--- config.mk ---
export PLATFORM = sky130hd
export DESIGN_NAME = rtc_counter
export DESIGN_NICKNAME = d
export VERILOG_FILES = /design/src/verilog/rtc_pkg.sv /design/src/verilog/presc_if.sv /design/src/verilog/ref_sync.sv /design/src/verilog/rtc_prescaler.sv /design/src/verilog/rtc_counter.sv
export SDC_FILE = /design/constraint.sdc
export NUM_CORES = 1
export LEC_CHECK = 0
export BUFFER_PORTS_ARGS = -buffer_cell sky130_fd_sc_hd__buf_2
export CAP_MARGIN = 10
export CORE_UTILIZATION = 25
export CTS_CLUSTER_SIZE = 12
export DETAILED_ROUTE_END_ITERATION = 16
export SYNTH_ARGS = -nofsm -noshare
export SYNTH_HDL_FRONTEND = slang
export SYNTH_SLANG_ARGS = --single-unit
--- constraint.sdc ---
create_clock -name mclk -period 5.1 [get_ports mclk]
set_input_delay 0.255 -clock mclk [delete_from_list [all_inputs] [get_ports mclk]]
set_output_delay 0.255 -clock mclk [all_outputs]
set_load 0.01 [all_outputs]
--- src/verilog/rtc_pkg.sv ---
package rtc_pkg;
   // ==============================================================
   // Widths.
   localparam int CNT_W   = 16;
   localparam int PRESC_W = 10;
   localparam int ADDR_W  = 8;
   localparam int DATA_W  = 16;
   localparam int SRC_W   = 3;
   localparam int FLAG_W  = 2;

   // ==============================================================
   // Register byte offsets.
   localparam logic [ADDR_W-1:0] OFS_CTRL   = 8'h00;
   localparam logic [ADDR_W-1:0] OFS_PRESC  = 8'h04;
   localparam logic [ADDR_W-1:0] OFS_CNT    = 8'h08;
   localparam logic [ADDR_W-1:0] OFS_PER    = 8'h0C;
   localparam logic [ADDR_W-1:0] OFS_CMP    = 8'h10;
   localparam logic [ADDR_W-1:0] OFS_STATUS = 8'h14;
   localparam logic [ADDR_W-1:0] OFS_CLR    = 8'h18;
   localparam logic [ADDR_W-1:0] OFS_IRQEN  = 8'h1C;
   localparam logic [ADDR_W-1:0] OFS_EVTEN  = 8'h20;
   localparam logic [ADDR_W-1:0] OFS_SLEEP  = 8'h24;

   // ==============================================================
   // Field positions.
   localparam int CTRL_EN_BIT  = 0;
   localparam int CTRL_SRC_LSB = 1;
   localparam int FLAG_OVF     = 0;
   localparam int FLAG_CMP     = 1;

   // ==============================================================
   // Reset values.
   localparam logic [CNT_W-1:0]   PER_RST   = 16'hFFFF;
   localparam logic [CNT_W-1:0]   CMP_RST   = 16'h0000;
   localparam logic [PRESC_W-1:0] PRESC_RST = 10'h000;
   localparam logic [FLAG_W-1:0]  FLAGS_RST = 2'h0;

   // ==============================================================
   // Crystal tick rates and the divider between them.
   localparam int XTAL_HZ      = 32768;
   localparam int XTAL_SLOW_HZ = 1024;
   localparam int XTAL_DIV     = XTAL_HZ / XTAL_SLOW_HZ;
   localparam int XDIV_W       = $clog2(XTAL_DIV);

   // Reference clock choices.
   typedef enum logic [SRC_W-1:0] {
      SRC_XTAL_SLOW = 3'h0,
      SRC_XTAL_FAST = 3'h1,
      SRC_EXT_CLK   = 3'h2,
      SRC_RC_32K    = 3'h3,
      SRC_LP_32K    = 3'h4
   } src_t;

   // Sleep states announced by the sleep controller.
   typedef enum logic [2:0] {
      SLP_ACTIVE     = 3'h0,
      SLP_IDLE       = 3'h1,
      SLP_POWER_DOWN = 3'h2,
      SLP_POWER_SAVE = 3'h3,
      SLP_STANDBY    = 3'h4,
      SLP_EXT_STBY   = 3'h5
   } sleep_t;
endpackage

--- src/verilog/presc_if.sv ---
`timescale 1ns/1ps
// Reference ticks in, divider setting in, counter ticks out.
interface presc_if;
   logic                          ref_tick;
   logic [rtc_pkg::PRESC_W-1:0]   div;
   logic                          out_tick;
   modport ctl      (output ref_tick, output div, input out_tick);
   modport divider  (input ref_tick, input div, output out_tick);
endinterface

--- src/verilog/ref_sync.sv ---
`timescale 1ns/1ps
// Brings an asynchronous reference clock pin into mclk and
// gives a one-cycle pulse on each of its rising edges.
module ref_sync (
   input  logic mclk,
   input  logic rst,
   input  logic pin,
   output logic rise
);
   logic meta_reg;
   logic sync_reg;
   logic last_reg;

   // ==============================================================
   // Two-stage synchroniser, then an edge detector on stage two.
   always_ff @(posedge mclk) begin
      if (rst) begin
         meta_reg <= 1'b0;
         sync_reg <= 1'b0;
         last_reg <= 1'b0;
         rise     <= 1'b0;
      end else begin
         meta_reg <= pin;
         sync_reg <= meta_reg;
         last_reg <= sync_reg;
         rise     <= sync_reg & ~last_reg;
      end
   end
endmodule

--- src/verilog/rtc_prescaler.sv ---
`timescale 1ns/1ps
// Divides reference ticks by div+1 and emits one counter tick.
module rtc_prescaler (
   input  logic     mclk,
   input  logic     rst,
   presc_if.divider p
);
   logic [rtc_pkg::PRESC_W-1:0] count_reg;

   // ==============================================================
   // Count reference ticks; the >= guards a setting lowered midway.
   always_ff @(posedge mclk) begin
      if (rst) begin
         count_reg  <= '0;
         p.out_tick <= 1'b0;
      end else if (p.ref_tick) begin
         if (count_reg >= p.div) begin
            count_reg  <= '0;
            p.out_tick <= 1'b1;
         end else begin
            count_reg  <= count_reg + 1'b1;
            p.out_tick <= 1'b0;
         end
      end else begin
         p.out_tick <= 1'b0;
      end
   end
endmodule

--- src/verilog/rtc_counter.sv ---
// Our own choices: the register offsets and the plain strobed port.
`timescale 1ns/1ps
module rtc_counter (
   input  logic                          mclk,
   input  logic                          rst,
   input  logic [rtc_pkg::ADDR_W-1:0]    addr,
   input  logic [rtc_pkg::DATA_W-1:0]    wdata,
   input  logic                          wr,
   input  logic                          rd,
   output logic [rtc_pkg::DATA_W-1:0]    rdata,
   input  logic                          xtal_clk,
   input  logic                          ext_clk,
   input  logic                          rc_32k_clk,
   input  logic                          ultra_low_power_oscillator,
   input  logic [2:0]                    sleep_state,
   output logic                          irq,
   output logic                          evt_ovf,
   output logic                          evt_cmp,
   output logic                          wake
);
   // ==============================================================
   // Declarations.
   logic [rtc_pkg::CNT_W-1:0]   cnt_reg;
   logic [rtc_pkg::CNT_W-1:0]   cnt_next;
   logic [rtc_pkg::CNT_W-1:0]   per_reg;
   logic [rtc_pkg::CNT_W-1:0]   cmp_reg;
   logic [rtc_pkg::PRESC_W-1:0] presc_reg;
   logic                        en_reg;
   logic [rtc_pkg::SRC_W-1:0]   src_reg;
   logic [rtc_pkg::FLAG_W-1:0]  status_reg;
   logic [rtc_pkg::FLAG_W-1:0]  status_next;
   logic [rtc_pkg::FLAG_W-1:0]  irq_en_reg;
   logic [rtc_pkg::FLAG_W-1:0]  evt_en_reg;
   logic [rtc_pkg::FLAG_W-1:0]  clr_mask;
   logic [rtc_pkg::FLAG_W-1:0]  hit_reg;
   logic [rtc_pkg::XDIV_W-1:0]  xdiv_reg;
   logic                        xtal_rise;
   logic                        ext_rise;
   logic                        rc_rise;
   logic                        lp_rise;
   logic                        xtal_slow_tick;
   logic                        ref_tick_sel;
   logic                        clock_alive;
   logic                        cnt_wr;
   logic                        at_period;
   logic                        sleeping;

   presc_if presc ();

   // ==============================================================
   // Reference pins enter the mclk domain through synchronisers.
   ref_sync u_sync_xtal (
      .mclk (mclk),
      .rst  (rst),
      .pin  (xtal_clk),
      .rise (xtal_rise)
   );

   ref_sync u_sync_ext (
      .mclk (mclk),
      .rst  (rst),
      .pin  (ext_clk),
      .rise (ext_rise)
   );

   ref_sync u_sync_rc (
      .mclk (mclk),
      .rst  (rst),
      .pin  (rc_32k_clk),
      .rise (rc_rise)
   );

   ref_sync u_sync_lp (
      .mclk (mclk),
      .rst  (rst),
      .pin  (ultra_low_power_oscillator),
      .rise (lp_rise)
   );

   // ==============================================================
   // Crystal divider producing the slow low-power tick.
   always_ff @(posedge mclk) begin
      if (rst) begin
         xdiv_reg       <= '0;
         xtal_slow_tick <= 1'b0;
      end else if (xtal_rise) begin
         xdiv_reg       <= xdiv_reg + 1'b1;
         xtal_slow_tick <= (xdiv_reg == '1);
      end else begin
         xtal_slow_tick <= 1'b0;
      end
   end

   // ==============================================================
   // Sleep handling.

   // The oscillators stop only in power-down and standby.
   always_comb begin
      case (rtc_pkg::sleep_t'(sleep_state))
         rtc_pkg::SLP_POWER_DOWN: clock_alive = 1'b0;
         rtc_pkg::SLP_STANDBY:    clock_alive = 1'b0;
         rtc_pkg::SLP_POWER_SAVE: clock_alive = 1'b1;
         rtc_pkg::SLP_EXT_STBY:   clock_alive = 1'b1;
         default:                 clock_alive = 1'b1;
      endcase
   end

   // Any state other than active counts as asleep.
   assign sleeping = (sleep_state != rtc_pkg::SLP_ACTIVE);

   // ==============================================================
   // Reference selection.

   // The chosen source feeds the prescaler while counting runs.
   always_comb begin
      case (rtc_pkg::src_t'(src_reg))
         rtc_pkg::SRC_XTAL_SLOW: ref_tick_sel = xtal_slow_tick;
         rtc_pkg::SRC_XTAL_FAST: ref_tick_sel = xtal_rise;
         rtc_pkg::SRC_EXT_CLK:   ref_tick_sel = ext_rise;
         rtc_pkg::SRC_RC_32K:    ref_tick_sel = rc_rise;
         rtc_pkg::SRC_LP_32K:    ref_tick_sel = lp_rise;
         default:                ref_tick_sel = 1'b0;
      endcase
   end

   // Prescaler hookup.
   assign presc.ref_tick = ref_tick_sel & en_reg & clock_alive;
   assign presc.div      = presc_reg;

   rtc_prescaler u_presc (
      .mclk (mclk),
      .rst  (rst),
      .p    (presc)
   );

   // ==============================================================
   // Configuration registers.

   // Control word: enable and reference choice.
   always_ff @(posedge mclk) begin
      if (rst) begin
         en_reg  <= 1'b0;
         src_reg <= rtc_pkg::SRC_XTAL_SLOW;
      end else if (wr && addr == rtc_pkg::OFS_CTRL) begin
         en_reg  <= wdata[rtc_pkg::CTRL_EN_BIT];
         src_reg <= wdata[rtc_pkg::CTRL_SRC_LSB +: rtc_pkg::SRC_W];
      end
   end

   // Prescaler setting.
   always_ff @(posedge mclk) begin
      if (rst) begin
         presc_reg <= rtc_pkg::PRESC_RST;
      end else if (wr && addr == rtc_pkg::OFS_PRESC) begin
         presc_reg <= wdata[rtc_pkg::PRESC_W-1:0];
      end
   end

   // Period and compare values.
   always_ff @(posedge mclk) begin
      if (rst) begin
         per_reg <= rtc_pkg::PER_RST;
         cmp_reg <= rtc_pkg::CMP_RST;
      end else if (wr) begin
         if (addr == rtc_pkg::OFS_PER) begin
            per_reg <= wdata;
         end
         if (addr == rtc_pkg::OFS_CMP) begin
            cmp_reg <= wdata;
         end
      end
   end

   // Interrupt and event enables.
   always_ff @(posedge mclk) begin
      if (rst) begin
         irq_en_reg <= rtc_pkg::FLAGS_RST;
         evt_en_reg <= rtc_pkg::FLAGS_RST;
      end else if (wr) begin
         if (addr == rtc_pkg::OFS_IRQEN) begin
            irq_en_reg <= wdata[rtc_pkg::FLAG_W-1:0];
         end
         if (addr == rtc_pkg::OFS_EVTEN) begin
            evt_en_reg <= wdata[rtc_pkg::FLAG_W-1:0];
         end
      end
   end

   // ==============================================================
   // The counter.

   // A software write to the count wins over a tick.
   assign cnt_wr    = wr && (addr == rtc_pkg::OFS_CNT);
   assign at_period = (cnt_reg == per_reg);

   // Step by one, or wrap to zero at the period value.
   always_comb begin
      if (at_period) begin
         cnt_next = '0;
      end else begin
         cnt_next = cnt_reg + 1'b1;
      end
   end

   // Count register.
   always_ff @(posedge mclk) begin
      if (rst) begin
         cnt_reg <= '0;
      end else if (cnt_wr) begin
         cnt_reg <= wdata;
      end else if (presc.out_tick) begin
         cnt_reg <= cnt_next;
      end
   end

   // Matches are caught on the tick and held one cycle.
   always_ff @(posedge mclk) begin
      if (rst) begin
         hit_reg <= '0;
      end else begin
         hit_reg[rtc_pkg::FLAG_OVF] <=
            presc.out_tick & ~cnt_wr & at_period;
         hit_reg[rtc_pkg::FLAG_CMP] <=
            presc.out_tick & ~cnt_wr & (cnt_next == cmp_reg);
      end
   end

   // ==============================================================
   // Status flags, interrupt, events and wake.

   // Write-one-to-clear mask from the clear register.
   always_comb begin
      clr_mask = '0;
      if (wr && addr == rtc_pkg::OFS_CLR) begin
         clr_mask = wdata[rtc_pkg::FLAG_W-1:0];
      end
   end

   // A match in the clearing cycle keeps its flag set.
   assign status_next = (status_reg & ~clr_mask) | hit_reg;

   // Sticky flags.
   always_ff @(posedge mclk) begin
      if (rst) begin
         status_reg <= rtc_pkg::FLAGS_RST;
      end else begin
         status_reg <= status_next;
      end
   end

   // Level interrupt while an enabled flag stands.
   always_ff @(posedge mclk) begin
      if (rst) begin
         irq <= 1'b0;
      end else begin
         irq <= |(status_next & irq_en_reg);
      end
   end

   // One-cycle event pulses for the event system.
   always_ff @(posedge mclk) begin
      if (rst) begin
         evt_ovf <= 1'b0;
         evt_cmp <= 1'b0;
      end else begin
         evt_ovf <= hit_reg[rtc_pkg::FLAG_OVF]
                    & evt_en_reg[rtc_pkg::FLAG_OVF];
         evt_cmp <= hit_reg[rtc_pkg::FLAG_CMP]
                    & evt_en_reg[rtc_pkg::FLAG_CMP];
      end
   end

   // Wake request while asleep and an enabled source has fired.
   always_ff @(posedge mclk) begin
      if (rst) begin
         wake <= 1'b0;
      end else begin
         wake <= sleeping
                 & |(status_next & (irq_en_reg | evt_en_reg));
      end
   end

   // ==============================================================
   // Read port; data stand in the cycle after the strobe only.
   always_ff @(posedge mclk) begin
      if (rst) begin
         rdata <= '0;
      end else if (rd) begin
         case (addr)
            rtc_pkg::OFS_CTRL: begin
               rdata <= {12'h000, src_reg, en_reg};
            end
            rtc_pkg::OFS_PRESC: begin
               rdata <= {6'h00, presc_reg};
            end
            rtc_pkg::OFS_CNT: begin
               rdata <= cnt_reg;
            end
            rtc_pkg::OFS_PER: begin
               rdata <= per_reg;
            end
            rtc_pkg::OFS_CMP: begin
               rdata <= cmp_reg;
            end
            rtc_pkg::OFS_STATUS: begin
               rdata <= {14'h0000, status_reg};
            end
            rtc_pkg::OFS_IRQEN: begin
               rdata <= {14'h0000, irq_en_reg};
            end
            rtc_pkg::OFS_EVTEN: begin
               rdata <= {14'h0000, evt_en_reg};
            end
            rtc_pkg::OFS_SLEEP: begin
               rdata <= {13'h0000, sleep_state};
            end
            default: begin
               rdata <= '0;
            end
         endcase
      end else begin
         rdata <= '0;
      end
   end
endmodule

==> results.txt <==
STA puts the critical path data arrival time at 3290 ps. The floorplan step defined a die boundary enclosing 24700 um2. The highest ir drop seen on vdd came out at 0.226 mV. The relative max-transition margin came out at 43.9%.

The pre-antenna-repair detailed-routing pass consisted of 6 iterations. The wire length of the first global-routing pass came out at 27000 um. For this run the aggregate overflow at the end of global routing stands at 0.

The number of standard-cell rows in the floorplan came out at 56. The floorplan die height is 157 um. The detailed-route wire length is 16800 um. The areal power density over the cells is 318 nW/um2.

The count of cells resized by post-cts repair came out at 0. The final critical path takes up 58.3% of the cycle. The later pin in the worst-skew pair is clocked with a latency of 420 ps. Setup repair after global routing left no endpoint under its margin. The number of antenna violations at the first check in global routing came out at 1. The area of all sequential standard cells is 2460 um2. STA puts the critical path data required time at 5420 ps. Yosys attributes the largest share of cell area to sky130_fd_sc_hd__dfxtp_1, sky130_fd_sc_hd__nand2_1, sky130_fd_sc_hd__a21oi_1. The library cell with the highest instance count after synthesis is sky130_fd_sc_hd__dfxtp_1.

The number of buffers inserted by port buffering is 54. Detailed routing placed a total of 1090 um of wire on met3. Relative to the synthesized area, the layout overhead comes to 17.9%. The total number of vias came out at 5330. Buffers inserted during clock tree synthesis total 17. The synthesized net count is 773. The number of sinks driven by the clock tree came out at 123. The synthesized netlist occupies a cell area of 6010 um2. The maximum buffer depth of the clock tree came out at 2. TritonCTS built the clock tree. The final net count is 800. The count of synthesis-stage warnings from yosys is 0. The cell sitting at the root of the clock tree is a sky130_fd_sc_hd__clkbuf_16. The final weighted congestion of routability-driven global placement came out at 0.898. The sequential share of the synthesized area is 40.9%.

The floorplan step defined a core boundary enclosing 23500 um2. The hold violation total from the final report is 0. Cells with a size suffix above 1 make up 13.9% of the layout. The number of enable flip-flop cells after synthesis came out at 0. Counting instances in the post-synthesis netlist gives the leading cell types as sky130_fd_sc_hd__dfxtp_1, sky130_fd_sc_hd__nand2_1, sky130_fd_sc_hd__a21oi_1.

The number of max-slew violations in the final report came out at 0. The horizontal extent of the die is 157 um. The area taken by multi-input logic gates is 3250 um2. The flow ran to the end, and the final reports show no timing, DRC or antenna violations. The maximum fanout count along the critical path came out at 10. For the final database, setup skew stands at 6.27 ps.

Hold is met by 42.6 ps. The type of destination of the critical path is a flop. The HPWL after detailed placement is 11500 um. For this run, the top clock speed supported by timing is 336 MHz. Signal routing reaches up to met4. The path class of the tightest hold or removal check is in2reg. The remaining routing DRC violations is 0. The length in cells of the worst reg-to-reg path is 8. The starting density of the core came out at 25.5%. Of all flip-flops after synthesis, the portion carrying an async set or reset was 0%. The area share of the leading cell type in the synthesized netlist is 40.9%.

The post-synthesis cell type with the largest combined area is sky130_fd_sc_hd__dfxtp_1. The leakage power is 0.00248 uW. The average instance in the mapped netlist occupies 8.31 um2. The number of ports placed on the die boundary came out at 55. The final setup violation count came out at 0.

The clock-pin slew on the worst setup and hold paths came out at 60 ps. The count of fill cells added during filler insertion came out at 2550. For this run, the leading register cell type out of synthesis is sky130_fd_sc_hd__dfxtp_1. The antenna diode instance count is 0. At the pin with the least slew margin, the transition time is 839 ps.

The number of hold buffers added after cts came out at 0. The overall fraction of global-route tracks in use came out at 14.2%. Buffers added to address setup during post-CTS repair amount to 0.

The count of unique library cells instantiated by Yosys came out at 62. The first routing iteration left 495 violations. The detail-routed net length per standard cell came out at 15.5 um. The detailed-routed wire length on met2 is 7550 um. The met1 wire length is 7910 um. The number of global-route vias before repair is 4907. In this run the number of H-tree levels came out at 4. STA classifies the critical path startpoint as a flop.

The ratio of routed vias to standard cells is 4.93. Synthesis produced a netlist whose cell count is 724. The sum of negative setup slack is 0 ps. Entering global routing, the biggest net connects 69 pins. For the finished layout, the period the worst path requires is 2970 ps.

The number of routed nets with antenna violations came out at 0. The worst hold path passes through 2 cells. The critical setup path kind is reg2reg. The synthesized design contains 123 register bits. The max-cap violation count came out at 0.
-- area by class of cell --
cell class / count / share of cell area [%]
Clock buffer: 19 / 6.25
Sequential cell: 123 / 34.7
Inverter: 14 / 0.741
Timing Repair Buffer: 62 / 4.66
Multi-Input combinational cell: 533 / 45.9
Tap cell: 319 / 5.63
Clock inverter: 12 / 2.10
-- cells by family (layout without fill, tap and decap cells) --
logic type,count (synthesis),in the layout,share of synthesized area [%]
adders and majority gates,14,14,2.91
buffers and inverters,68,107,5.22
and+or+nand+nor,329,329,27.0
muxes,7,7,1.37
xor gates and xnor gates,45,45,7.16
DFF,123,123,40.9
AOI/OAI and AO/OA,138,138,15.4
-- where the power goes --
group          total [uW]  internal, uW  switching (uW)
Clock                1220           774             443
Sequential            970           967            3.05
Combinational        65.3          22.5            42.8
-- layer usage --
metal / global-route usage [%] / up-vias
met5: 0 / -
li1: - / 2623
met1: 19.4 / 2507
met3: 3.14 / 20
met2: 21.6 / 180
met4: 5.64 / 0
-- worst max-delay path, stage by stage (launching register included) --
cell and delay, ps:
sky130_fd_sc_hd__dfxtp_1 550, sky130_fd_sc_hd__ha_1 340, sky130_fd_sc_hd__nand4_1 220, sky130_fd_sc_hd__or3_1 450, sky130_fd_sc_hd__xnor2_1 170, sky130_fd_sc_hd__or3b_2 450, sky130_fd_sc_hd__a311oi_1 290, sky130_fd_sc_hd__nand4_1 120
sky130_fd_sc_hd__nor4_1 290
-- cell usage in the layout, fill, tap and decap left out, types with 19 or more instances in the layout --
cell type and instances:
sky130_fd_sc_hd__a21oi_1 52, sky130_fd_sc_hd__buf_2 54, sky130_fd_sc_hd__dfxtp_1 123, sky130_fd_sc_hd__nand2_1 110
sky130_fd_sc_hd__nand3_1 50, sky130_fd_sc_hd__nand3b_1 22, sky130_fd_sc_hd__nor2_1 50, sky130_fd_sc_hd__nor2b_1 19
sky130_fd_sc_hd__nor3_1 26, sky130_fd_sc_hd__xnor2_1 28
-- path summary, 6_finish.rpt --
check                startpoint                  to  slack (ps)
max                  cnt_reg[0]          hit_reg[1]        2130
min                  rc_32k_clk  u_sync_rc.meta_reg          40
max reg2reg          cnt_reg[0]          hit_reg[1]        2130
min reg2reg  u_sync_rc.last_reg      u_sync_rc.rise         380
-- stage by stage --
stage	power [uW]	util (%)	instance area (um2)	setup WS (ps)	std cells
2_1_floorplan	1030	-	6010	2620	724
3_3_place_gp	1060	27.6	6500	2340	1051
3_5_place_dp	1060	27.6	6500	2210	1051
4_1_cts	2280	30.1	7090	2150	1082
5_1_grt	2330	30.1	7090	1990	1082
6_report	2250	30.1	7090	2130	1082
No activity file was read; power rests on OpenSTA's default activity.
